## src/design/sdp_pkg.sv

```systemverilog
/*
 * sdp_pkg: constants and carrier types for the serial data packer.
 * assumes: one 25 MHz clock, synchronous active-high reset.
 */
package sdp_pkg;

    localparam int          SDP_CLK_HZ       = 25000000;
    localparam int          SDP_TICK_MS      = 1;
    localparam int          SDP_MS_CYCLES    = SDP_CLK_HZ / 1000 * SDP_TICK_MS;
    localparam int          SDP_BUF_BYTES    = 1024;
    localparam int          SDP_CNT_W        = 11;
    localparam int          SDP_FIFO_DEPTH   = 8;

    // register offsets on the plain register port
    localparam logic [3:0]  SDP_REG_PKTLEN   = 4'h0;
    localparam logic [3:0]  SDP_REG_DELIM    = 4'h1;
    localparam logic [3:0]  SDP_REG_OPTS     = 4'h2;
    localparam logic [3:0]  SDP_REG_FORCE    = 4'h3;
    localparam logic [3:0]  SDP_REG_DEST0    = 4'h4;
    localparam logic [3:0]  SDP_REG_LPORT    = 4'h8;
    localparam logic [3:0]  SDP_REG_STATUS   = 4'h9;
    localparam logic [3:0]  SDP_REG_CURIP    = 4'hA;

    // field positions in the options register
    localparam int          SDP_OPT_MATCH2   = 0;
    localparam int          SDP_OPT_PROC_LO  = 1;
    localparam int          SDP_OPT_UDP      = 3;
    localparam int          SDP_OPT_PKTCMD   = 4;
    localparam int          SDP_OPT_DSEL_LO  = 5;

    // reset values
    localparam logic [10:0] SDP_RST_PKTLEN   = 11'h000;
    localparam logic [15:0] SDP_RST_DELIM    = 16'h0000;
    localparam logic [6:0]  SDP_RST_OPTS     = 7'h01;
    localparam logic [15:0] SDP_RST_FORCE    = 16'h0000;
    localparam logic [15:0] SDP_RST_LPORT    = 16'h0FA1;

    localparam logic [7:0]  SDP_START_BYTE   = 8'h02;
    localparam logic [1:0]  SDP_PROC_NONE    = 2'h0;
    localparam logic [1:0]  SDP_PROC_PLUS1   = 2'h1;
    localparam logic [1:0]  SDP_PROC_PLUS2   = 2'h2;

    typedef enum logic [2:0] {
        SDP_CMD_START = 3'h0,
        SDP_CMD_IP    = 3'h1,
        SDP_CMD_LENH  = 3'h3,
        SDP_CMD_LENL  = 3'h2,
        SDP_CMD_DATA  = 3'h6
    } sdp_cmd_t;

    // one byte toward the network path
    typedef struct packed {
        logic [7:0]  data;
        logic        last;
        logic [31:0] dest_ip;
        logic [15:0] dest_port;
    } sdp_beat_t;

    localparam int          SDP_BEAT_W       = $bits(sdp_beat_t);

endpackage

```

## src/design/sdp_packer.sv

```systemverilog
/*
 * sdp_packer: serial byte packer that cuts the byte stream into network
 * frames, plus the udp packet-command parser.
 * assumes: serial bytes are held on valid until ser_ready_o takes them; the network path
 * takes beats with valid/ready; software uses the plain register port.
 */
// Overview of operation
// - length zero: no size limit
// - release frame when count reaches length
// - no delimiters: forward every byte immediately
// - delimiters: hold bytes until delimiter seen
// - delimiter value zero means unused
// - full 1K buffer releases frame
// - match one: either delimiter ends frame
// - match two: first then second delimiter
// - process option needs first delimiter enabled
// - do-nothing: release at delimiter
// - plus-one: release after one more byte
// - plus-two: release after two more bytes
// - force time zero: no idle timeout
// - idle milliseconds elapsed: release frame
// - udp raw four destinations, or command
// - command: 02, ip, length, payload
// - command destination port is listen port
`timescale 1ns/100ps
`default_nettype none
module sdp_packer
    import sdp_pkg::*;
(
    input  wire logic                  clk_i,
    input  wire logic                  rst_i,
    input  wire logic [7:0]            ser_data_i,
    input  wire logic                  ser_valid_i,
    output logic                       ser_ready_o,
    output sdp_pkg::sdp_beat_t         net_beat_o,
    output logic                       net_valid_o,
    input  wire logic                  net_ready_i,
    input  wire logic [3:0]            reg_addr_i,
    input  wire logic [31:0]           reg_wdata_i,
    input  wire logic                  reg_wr_i,
    input  wire logic                  reg_rd_i,
    output logic      [31:0]           reg_rdata_o
);
    import sdp_pkg::*;

    ////////////////////////////
    // registers

    logic [10:0] pkt_len;
    logic [7:0]  delim1;
    logic [7:0]  delim2;
    logic [6:0]  opts;
    logic [15:0] force_ms;
    logic [31:0] dest_ip [4];
    logic [15:0] listen_port;
    logic [31:0] cmd_ip;
    logic [10:0] buf_count;
    logic        held_flag;

    logic        match2;
    logic [1:0]  proc_opt;
    logic        udp_mode;
    logic        pkt_cmd;
    logic [1:0]  dest_sel;

    assign match2   = opts[SDP_OPT_MATCH2];
    assign proc_opt = opts[SDP_OPT_PROC_LO +: 2];
    assign udp_mode = opts[SDP_OPT_UDP];
    assign pkt_cmd  = opts[SDP_OPT_PKTCMD];
    assign dest_sel = opts[SDP_OPT_DSEL_LO +: 2];

    always_ff @(posedge clk_i) begin
        if (rst_i) begin
            pkt_len     <= SDP_RST_PKTLEN;
            delim1      <= SDP_RST_DELIM[7:0];
            delim2      <= SDP_RST_DELIM[15:8];
            opts        <= SDP_RST_OPTS;
            force_ms    <= SDP_RST_FORCE;
            listen_port <= SDP_RST_LPORT;
        end else if (reg_wr_i) begin
            case (reg_addr_i)
                SDP_REG_PKTLEN: begin
                    // lengths above 1024 clamp to the buffer size
                    pkt_len <= (reg_wdata_i[10:0] > 11'h400) ? 11'h400
                                                             : reg_wdata_i[10:0];
                end
                SDP_REG_DELIM: begin
                    delim1 <= reg_wdata_i[7:0];
                    delim2 <= reg_wdata_i[15:8];
                end
                SDP_REG_OPTS:  opts        <= reg_wdata_i[6:0];
                SDP_REG_FORCE: force_ms    <= reg_wdata_i[15:0];
                SDP_REG_LPORT: listen_port <= reg_wdata_i[15:0];
                default: begin
                end
            endcase
        end
    end

    genvar gi;
    generate
        for (gi = 0; gi < 4; gi++) begin : g_dest
            always_ff @(posedge clk_i) begin
                if (rst_i) begin
                    dest_ip[gi] <= 32'h00000000;
                end else if (reg_wr_i && reg_addr_i == SDP_REG_DEST0 + 4'(gi)) begin
                    dest_ip[gi] <= reg_wdata_i;
                end
            end
        end
    endgenerate

    always_ff @(posedge clk_i) begin
        if (rst_i) begin
            reg_rdata_o <= 32'h00000000;
        end else if (reg_rd_i) begin
            case (reg_addr_i)
                SDP_REG_PKTLEN: reg_rdata_o <= {21'h000000, pkt_len};
                SDP_REG_DELIM:  reg_rdata_o <= {16'h0000, delim2, delim1};
                SDP_REG_OPTS:   reg_rdata_o <= {25'h0000000, opts};
                SDP_REG_FORCE:  reg_rdata_o <= {16'h0000, force_ms};
                SDP_REG_DEST0, SDP_REG_DEST0 + 4'h1, SDP_REG_DEST0 + 4'h2,
                SDP_REG_DEST0 + 4'h3: reg_rdata_o <= dest_ip[reg_addr_i[1:0]];
                SDP_REG_LPORT:  reg_rdata_o <= {16'h0000, listen_port};
                SDP_REG_STATUS: reg_rdata_o <= {20'h00000, held_flag, buf_count};
                SDP_REG_CURIP:  reg_rdata_o <= cmd_ip;
                default:        reg_rdata_o <= 32'h00000000;
            endcase
        end
    end

    ////////////////////////////
    // packet-command parser

    sdp_cmd_t    cmd_state;
    logic [1:0]  ip_idx;
    logic [15:0] cmd_len;
    logic        fifo_ready;
    logic        take;
    logic        cmd_mode;
    logic        payload;

    assign cmd_mode    = udp_mode && pkt_cmd;
    assign ser_ready_o = fifo_ready;
    assign take        = ser_valid_i && fifo_ready;
    // framing bytes are consumed, only payload reaches the packer
    assign payload     = take && (!cmd_mode || cmd_state == SDP_CMD_DATA);

    always_ff @(posedge clk_i) begin
        if (rst_i) begin
            cmd_state <= SDP_CMD_START;
            ip_idx    <= 2'h0;
            cmd_len   <= 16'h0000;
            cmd_ip    <= 32'h00000000;
        end else if (!cmd_mode) begin
            cmd_state <= SDP_CMD_START;
        end else if (take) begin
            case (cmd_state)
                SDP_CMD_START: begin
                    // stray bytes before a start byte are dropped
                    if (ser_data_i == SDP_START_BYTE) begin
                        cmd_state <= SDP_CMD_IP;
                        ip_idx    <= 2'h0;
                    end
                end
                SDP_CMD_IP: begin
                    cmd_ip <= {cmd_ip[23:0], ser_data_i};
                    ip_idx <= ip_idx + 2'h1;
                    if (ip_idx == 2'h3) begin
                        cmd_state <= SDP_CMD_LENH;
                    end
                end
                SDP_CMD_LENH: begin
                    cmd_len[15:8] <= ser_data_i;
                    cmd_state     <= SDP_CMD_LENL;
                end
                SDP_CMD_LENL: begin
                    cmd_len[7:0] <= ser_data_i;
                    cmd_state    <= ({cmd_len[15:8], ser_data_i} == 16'h0000)
                                    ? SDP_CMD_START : SDP_CMD_DATA;
                end
                SDP_CMD_DATA: begin
                    cmd_len <= cmd_len - 16'h0001;
                    if (cmd_len == 16'h0001) begin
                        cmd_state <= SDP_CMD_START;
                    end
                end
                default: cmd_state <= SDP_CMD_START;
            endcase
        end
    end

    ////////////////////////////
    // release decision

    logic        d1_en;
    logic        d2_en;
    logic        delim_on;
    logic        prev_d1;
    logic        delim_hit;
    logic [1:0]  tail_left;
    logic        in_tail;
    logic        hit_len;
    logic        hit_full;
    logic        hit_delim;
    logic        cmd_end;
    logic        last_byte;
    logic [15:0] ms_count;
    logic [14:0] cyc_count;
    logic        idle_flush;
    logic        flush_valid;

    assign d1_en    = (delim1 != 8'h00);
    assign d2_en    = (delim2 != 8'h00);
    assign delim_on = d1_en || d2_en;

    always_comb begin
        delim_hit = 1'b0;
        if (d1_en && d2_en && match2) begin
            delim_hit = prev_d1 && ser_data_i == delim2;
        end else if (d1_en && d2_en) begin
            delim_hit = ser_data_i == delim1 || ser_data_i == delim2;
        end else if (d1_en) begin
            delim_hit = ser_data_i == delim1;
        end else if (d2_en) begin
            delim_hit = ser_data_i == delim2;
        end
    end

    assign hit_len   = pkt_len != 11'h000 && buf_count + 11'h001 >= pkt_len;
    assign hit_full  = buf_count + 11'h001 == 11'(SDP_BUF_BYTES);
    assign cmd_end   = cmd_mode && cmd_len == 16'h0001;
    // tail extension only applies once the first delimiter is in use
    assign hit_delim = delim_hit && !in_tail &&
                       (proc_opt == SDP_PROC_NONE || !d1_en);
    assign last_byte = !delim_on || hit_len || hit_full || hit_delim || cmd_end
                       || (in_tail && tail_left == 2'h1);

    always_ff @(posedge clk_i) begin
        if (rst_i) begin
            prev_d1   <= 1'b0;
            in_tail   <= 1'b0;
            tail_left <= 2'h0;
        end else if (payload) begin
            prev_d1 <= ser_data_i == delim1 && !in_tail;
            if (last_byte) begin
                in_tail <= 1'b0;
            end else if (in_tail) begin
                tail_left <= tail_left - 2'h1;
            end else if (delim_hit && d1_en) begin
                in_tail   <= 1'b1;
                tail_left <= (proc_opt == SDP_PROC_PLUS2) ? 2'h2 : 2'h1;
            end
        end
    end

    always_ff @(posedge clk_i) begin
        if (rst_i) begin
            buf_count <= 11'h000;
            held_flag <= 1'b0;
        end else if (payload) begin
            buf_count <= last_byte ? 11'h000 : buf_count + 11'h001;
            held_flag <= !last_byte;
        end else if (idle_flush) begin
            buf_count <= 11'h000;
            held_flag <= 1'b0;
        end
    end

    // idle timer restarts on every byte; 1 ms prescaler
    always_ff @(posedge clk_i) begin
        if (rst_i || payload || !held_flag) begin
            cyc_count <= 15'h0000;
            ms_count  <= 16'h0000;
        end else if (cyc_count == 15'(SDP_MS_CYCLES - 1)) begin
            cyc_count <= 15'h0000;
            ms_count  <= ms_count + 16'h0001;
        end else begin
            cyc_count <= cyc_count + 15'h0001;
        end
    end

    assign idle_flush = held_flag && !payload && force_ms != 16'h0000
                        && ms_count == force_ms && fifo_ready;

    ////////////////////////////
    // output path

    sdp_beat_t beat_in;
    sdp_beat_t fifo_beat;
    logic      fifo_valid;

    assign flush_valid = payload || idle_flush;

    always_comb begin
        beat_in.data      = payload ? ser_data_i : 8'h00;
        // an idle flush emits a zero-data marker beat carrying last
        beat_in.last      = payload ? last_byte : 1'b1;
        beat_in.dest_ip   = cmd_mode ? cmd_ip : dest_ip[dest_sel];
        beat_in.dest_port = listen_port;
    end

    sdp_fifo #(
        .WIDTH (SDP_BEAT_W),
        .DEPTH (SDP_FIFO_DEPTH)
    ) u_fifo (
        .clk_i       (clk_i),
        .rst_i       (rst_i),
        .in_data_i   (beat_in),
        .in_valid_i  (flush_valid),
        .in_ready_o  (fifo_ready),
        .out_data_o  (fifo_beat),
        .out_valid_o (fifo_valid),
        .out_ready_i (net_ready_i)
    );

    assign net_beat_o  = fifo_beat;
    assign net_valid_o = fifo_valid;
endmodule
`default_nettype wire

```

## src/design/sdp_fifo.sv

```systemverilog
/*
 * sdp_fifo: small flip-flop fifo, valid/ready on both sides.
 * assumes: single clock, synchronous active-high reset.
 */
`timescale 1ns/100ps
`default_nettype none
module sdp_fifo #(
    parameter int WIDTH = 8,
    parameter int DEPTH = 8
) (
    input  wire logic             clk_i,
    input  wire logic             rst_i,
    input  wire logic [WIDTH-1:0] in_data_i,
    input  wire logic             in_valid_i,
    output logic                  in_ready_o,
    output logic      [WIDTH-1:0] out_data_o,
    output logic                  out_valid_o,
    input  wire logic             out_ready_i
);
    localparam int AW = $clog2(DEPTH);

    logic [WIDTH-1:0] mem [DEPTH];
    logic [AW-1:0]    wr_ptr;
    logic [AW-1:0]    rd_ptr;
    logic [AW:0]      count;
    logic             push;
    logic             pop;

    assign push        = in_valid_i && (count != (AW+1)'(DEPTH));
    assign pop         = out_valid_o && out_ready_i;
    assign in_ready_o  = (count != (AW+1)'(DEPTH));
    assign out_valid_o = (count != '0);
    assign out_data_o  = mem[rd_ptr];

    always_ff @(posedge clk_i) begin
        if (push) begin
            mem[wr_ptr] <= in_data_i;
        end
    end

    always_ff @(posedge clk_i) begin
        if (rst_i) begin
            wr_ptr <= '0;
            rd_ptr <= '0;
            count  <= '0;
        end else begin
            if (push) begin
                wr_ptr <= (wr_ptr == AW'(DEPTH-1)) ? '0 : wr_ptr + 1'b1;
            end
            if (pop) begin
                rd_ptr <= (rd_ptr == AW'(DEPTH-1)) ? '0 : rd_ptr + 1'b1;
            end
            count <= count + (AW+1)'(push) - (AW+1)'(pop);
        end
    end
endmodule
`default_nettype wire

```

## config.mk

```make
export PLATFORM = sky130hd
export DESIGN_NAME = sdp_packer
export DESIGN_NICKNAME = d
export VERILOG_FILES = /design/src/design/sdp_pkg.sv /design/src/design/sdp_packer.sv /design/src/design/sdp_fifo.sv
export SDC_FILE = /design/constraint.sdc
export NUM_CORES = 1
export LEC_CHECK = 0
export BUFFER_PORTS_ARGS = -buffer_cell sky130_fd_sc_hd__buf_2
export CAP_MARGIN = 20
export CORE_UTILIZATION = 50
export CTS_BUF_LIST = sky130_fd_sc_hd__clkbuf_2
export CTS_CLUSTER_SIZE = 14
export DETAILED_ROUTE_END_ITERATION = 6
export PLACE_DENSITY = 0.71
export SLEW_MARGIN = 10
export SYNTH_ARGS = -nofsm -noshare
export SYNTH_HDL_FRONTEND = slang
export SYNTH_SLANG_ARGS = --single-unit
```

## constraint.sdc

```tcl
create_clock -name clk_i -period 17.09 [get_ports clk_i]
set_clock_uncertainty 0.05 [all_clocks]
set_input_delay 2.5635 -clock clk_i [delete_from_list [all_inputs] [get_ports clk_i]]
set_output_delay 2.5635 -clock clk_i [all_outputs]
set_load 0.1 [all_outputs]
```

==> impl_metrics.ini <==
[pwr]
leakage_nw = 12.7
netSwitchingPower_w = 0.00155
power_density_nw_per_um2 = 119
seqPwrFrac = 0.500
comb_power_share = 0.228
switching_share = 0.347
p_int_w = 0.00291
p_clk_frac = 0.272
peakVddDrop_v = 0.0000984

[timing]
holdWs_ps = 420
drv_slew = 0
setup_tns_ps = 0
grt_setup_unrepaired = false
worst_pin_slew_ps = 1150
finalWorstSetupSlack_ps = 10130
setup_viol = 0
maxSlewHeadroom = 0.235
fin_crit_ps = 6960
max_freq_mhz = 144
finalHoldViolations = 0
fin_crit_sh = 0.407

[drt]
drtAntennaViolNets = 0
routed_wl_um = 84900
wl_per_cell_um = 23.4
dr.pass1.iters = 7
dr.first_iter.drc_count = 2149
vias = 21700
remaining_drc_errors = 0
via_per_inst = 5.97

[final_layout]
seq_area_um2 = 21800
fin_nets = 2688
fin_util = 0.556
multi_input_area_um2 = 11600
fill_cells = 5346
drive_gt1_frac = 0.285
stdcell_area_um2 = 37400
syn2layout_area_growth_pct = 9.97

[setup_path]
worstReg2RegEnd = u_fifo.mem[6][48]$_DFFE_PP_
start_kind = flip-flop
crit_chain = buf_4 -> mux4_2 -> mux2_2 -> buf_2
cp.arrival_ps = 4350
required_ps = 14480
crit_buf_inv = 2
crit_path_end_kind = output port
path_max_fanout = 40
crit_path_max_incr_delay_ps = 880
r2r_slack_ps = 12990
r2r.worst_path.cells = 13
worstReg2RegStart = buf_count[0]$_SDFFE_PP0N_
critical_path_class = reg -> out
cp_slowest_cell = dfxtp_4
path_delay_family = buffers and inverters

[die]
start_util = 0.506
rows = 95
pin_count = 141
fp.dieH_um = 263
die-area_um2 = 69000
core_um2 = 67200
die_x_um = 263

[worst_hold_path]
hold_path.class = reg -> reg
hold_depth = 1
whs_endpoint = cyc_count[0]$_SDFF_PP0_
worstHoldStart = cyc_count[0]$_SDFF_PP0_

[cts]
post-cts-setup-buffers = 0
clk_path_buf_depth = 3
htreeDepth = 4
clock_latency_ps = 1440
cts_resized = 0
ctsHoldBuffers = 0
clk_pin_slew_ps = 90
cts_tree = built
clkSinkCount = 797
cts_made_buffers = 195
root_buffer = clkbuf_2

[global_routing]
antenna_found_initial = 2
grt_max_degree = 75
grt_use_total = 0.248
grt_pass1_vias = 21700
grt_pass1_wl_um = 129000
gr-total-overflow = 0

[yosys]
post-synth-top-count-cell = edfxtp_1
netlist.area_leader.share = 0.516
syn_area_um2 = 34000
async_reset_ff_frac = 0
synth.distinct_cells = 67
synth_common_cells = 584 x edfxtp_1, 266 x nand2_1, 213 x dfxtp_1
synth-seq-cells = 797
ys.warnings.count = 0
synth_top_area_cell = edfxtp_1
yosysSeqAreaShare = 0.642
synthTopCellsByArea = edfxtp_1 52%, dfxtp_1 13%, mux4_2 12%, mux2_2 3.0%, nand2_1 2.9%
ys.flop_type = edfxtp_1
synth_edf_count = 584
synth_nets = 2464
syn_inst = 2385
syn_avg_cell_area_um2 = 14.2

[place]
port_buffers = 140
postPlaceCellArea_um2 = 35600
place.gp.congestion = 0.887
dp_slack_ps = 11510
place_hpwl_um = 52100

[run]
maxCapViolCount = 0

[run_status]
run_status = completed
-- layout by cell type (no fill, tap or decap), drive strengths merged, types with 6 or more instances in the layout --
cell type,Yosys,final
a31oi,20,20
clkbuf,124,277
a21oi,161,161
a211oi,9,9
edfxtp,584,584
o21ai,36,36
dfxtp,213,213
nand2,266,266
mux2i,8,8
inv,34,44
xnor2,21,21
a22oi,39,39
and3,7,7
nor2,139,139
clkinv,0,45
a221oi,12,12
nor3b,14,14
a222oi,8,8
nor4,25,25
and2,145,145
or3,10,10
nand4,16,16
mux2,90,90
nand2b,10,10
xor2,42,42
ha,28,28
a22o,11,11
mux4,178,178
or2,6,6
nor2b,6,6
nor3,18,18
nand3,41,41
diode,0,8
buf,26,177
-- metrics by stage --
step | total power [W] | cells
floorplan | 0.00308 | 2385
global placement | 0.00327 | 3283
detailed placement | 0.00329 | 3284
CTS | 0.00450 | 3618
global route | 0.00464 | 3622
finish | 0.00446 | 3627
-- worst max-delay path by stage --
stage / from / endpoint / slack, ps / cells after the start
6_report: flip-flop / net_beat_o[16] / 10130 / 4
5_1_grt: flip-flop / net_beat_o[17] / 9820 / 4
4_1_cts: flip-flop / net_beat_o[12] / 9910 / 4
3_5_place_dp: flip-flop / net_beat_o[12] / 11510 / 4
3_3_place_gp: flip-flop / net_beat_o[12] / 11540 / 4
2_1_floorplan: ser_valid_i / u_fifo.mem[0][0]$_DFFE_PP_ / 9240 / 5
-- sequential cells by signal, summed over array words and instances (netlist names), 2 cells and up, named ones only --
name / cells
u_fifo.mem: 456
dest_ip: 128
cmd_ip: 32
reg_rdata_o: 32
cmd_len: 16
force_ms: 16
listen_port: 16
ms_count: 16
cyc_count: 15
buf_count: 11
pkt_len: 11
delim1: 8
delim2: 8
opts: 7
u_fifo.count: 4
cmd_state: 3
u_fifo.rd_ptr: 3
u_fifo.wr_ptr: 3
ip_idx: 2
tail_left: 2
-- power by group through the flow --
stage	Sequential [W]	Combinational, W	Clock [W]
floorplan	0.00225	0.000826	0
global placement	0.00227	0.00101	0
detailed placement	0.00227	0.00102	0
CTS	0.00223	0.00102	0.00124
global route	0.00224	0.00106	0.00134
finish	0.00223	0.00102	0.00121
-- cell families (layout without fill, tap and decap cells) --
family                   Yosys count  count (layout)  share of synthesized area
flip-flops                       797             797                      0.642
adder cells (fa/ha/maj)           29              29                     0.0109
buffers and inverters            184             545                     0.0207
AO/OA/AOI/OAI                    322             322                     0.0581
other                              0               8                          0
multiplexers                     276             276                      0.150
XOR/XNOR                          63              63                     0.0162
AND/OR/NAND/NOR                  714             714                      0.102
-- cell type report --
cell class,count,share of cell area
Tap cell,873,0.0292
Clock buffer,277,0.0371
Inverter,34,0.00342
Multi-Input combinational cell,1404,0.311
Clock inverter,57,0.00780
Timing Repair Buffer,177,0.0270
Antenna cell,8,0.000536
Sequential cell,797,0.584
-- per-layer routing --
layer | global-route usage | up-vias | part of all wire
li1 | - | 9614 | -
met1 | 0.341 | 10800 | 0.41
met2 | 0.386 | 1049 | 0.47
met3 | 0.0585 | 149 | 0.090
met4 | 0.0957 | 0 | 0.027
met5 | 0 | - | 0
(Power assumes the default switching activity.)
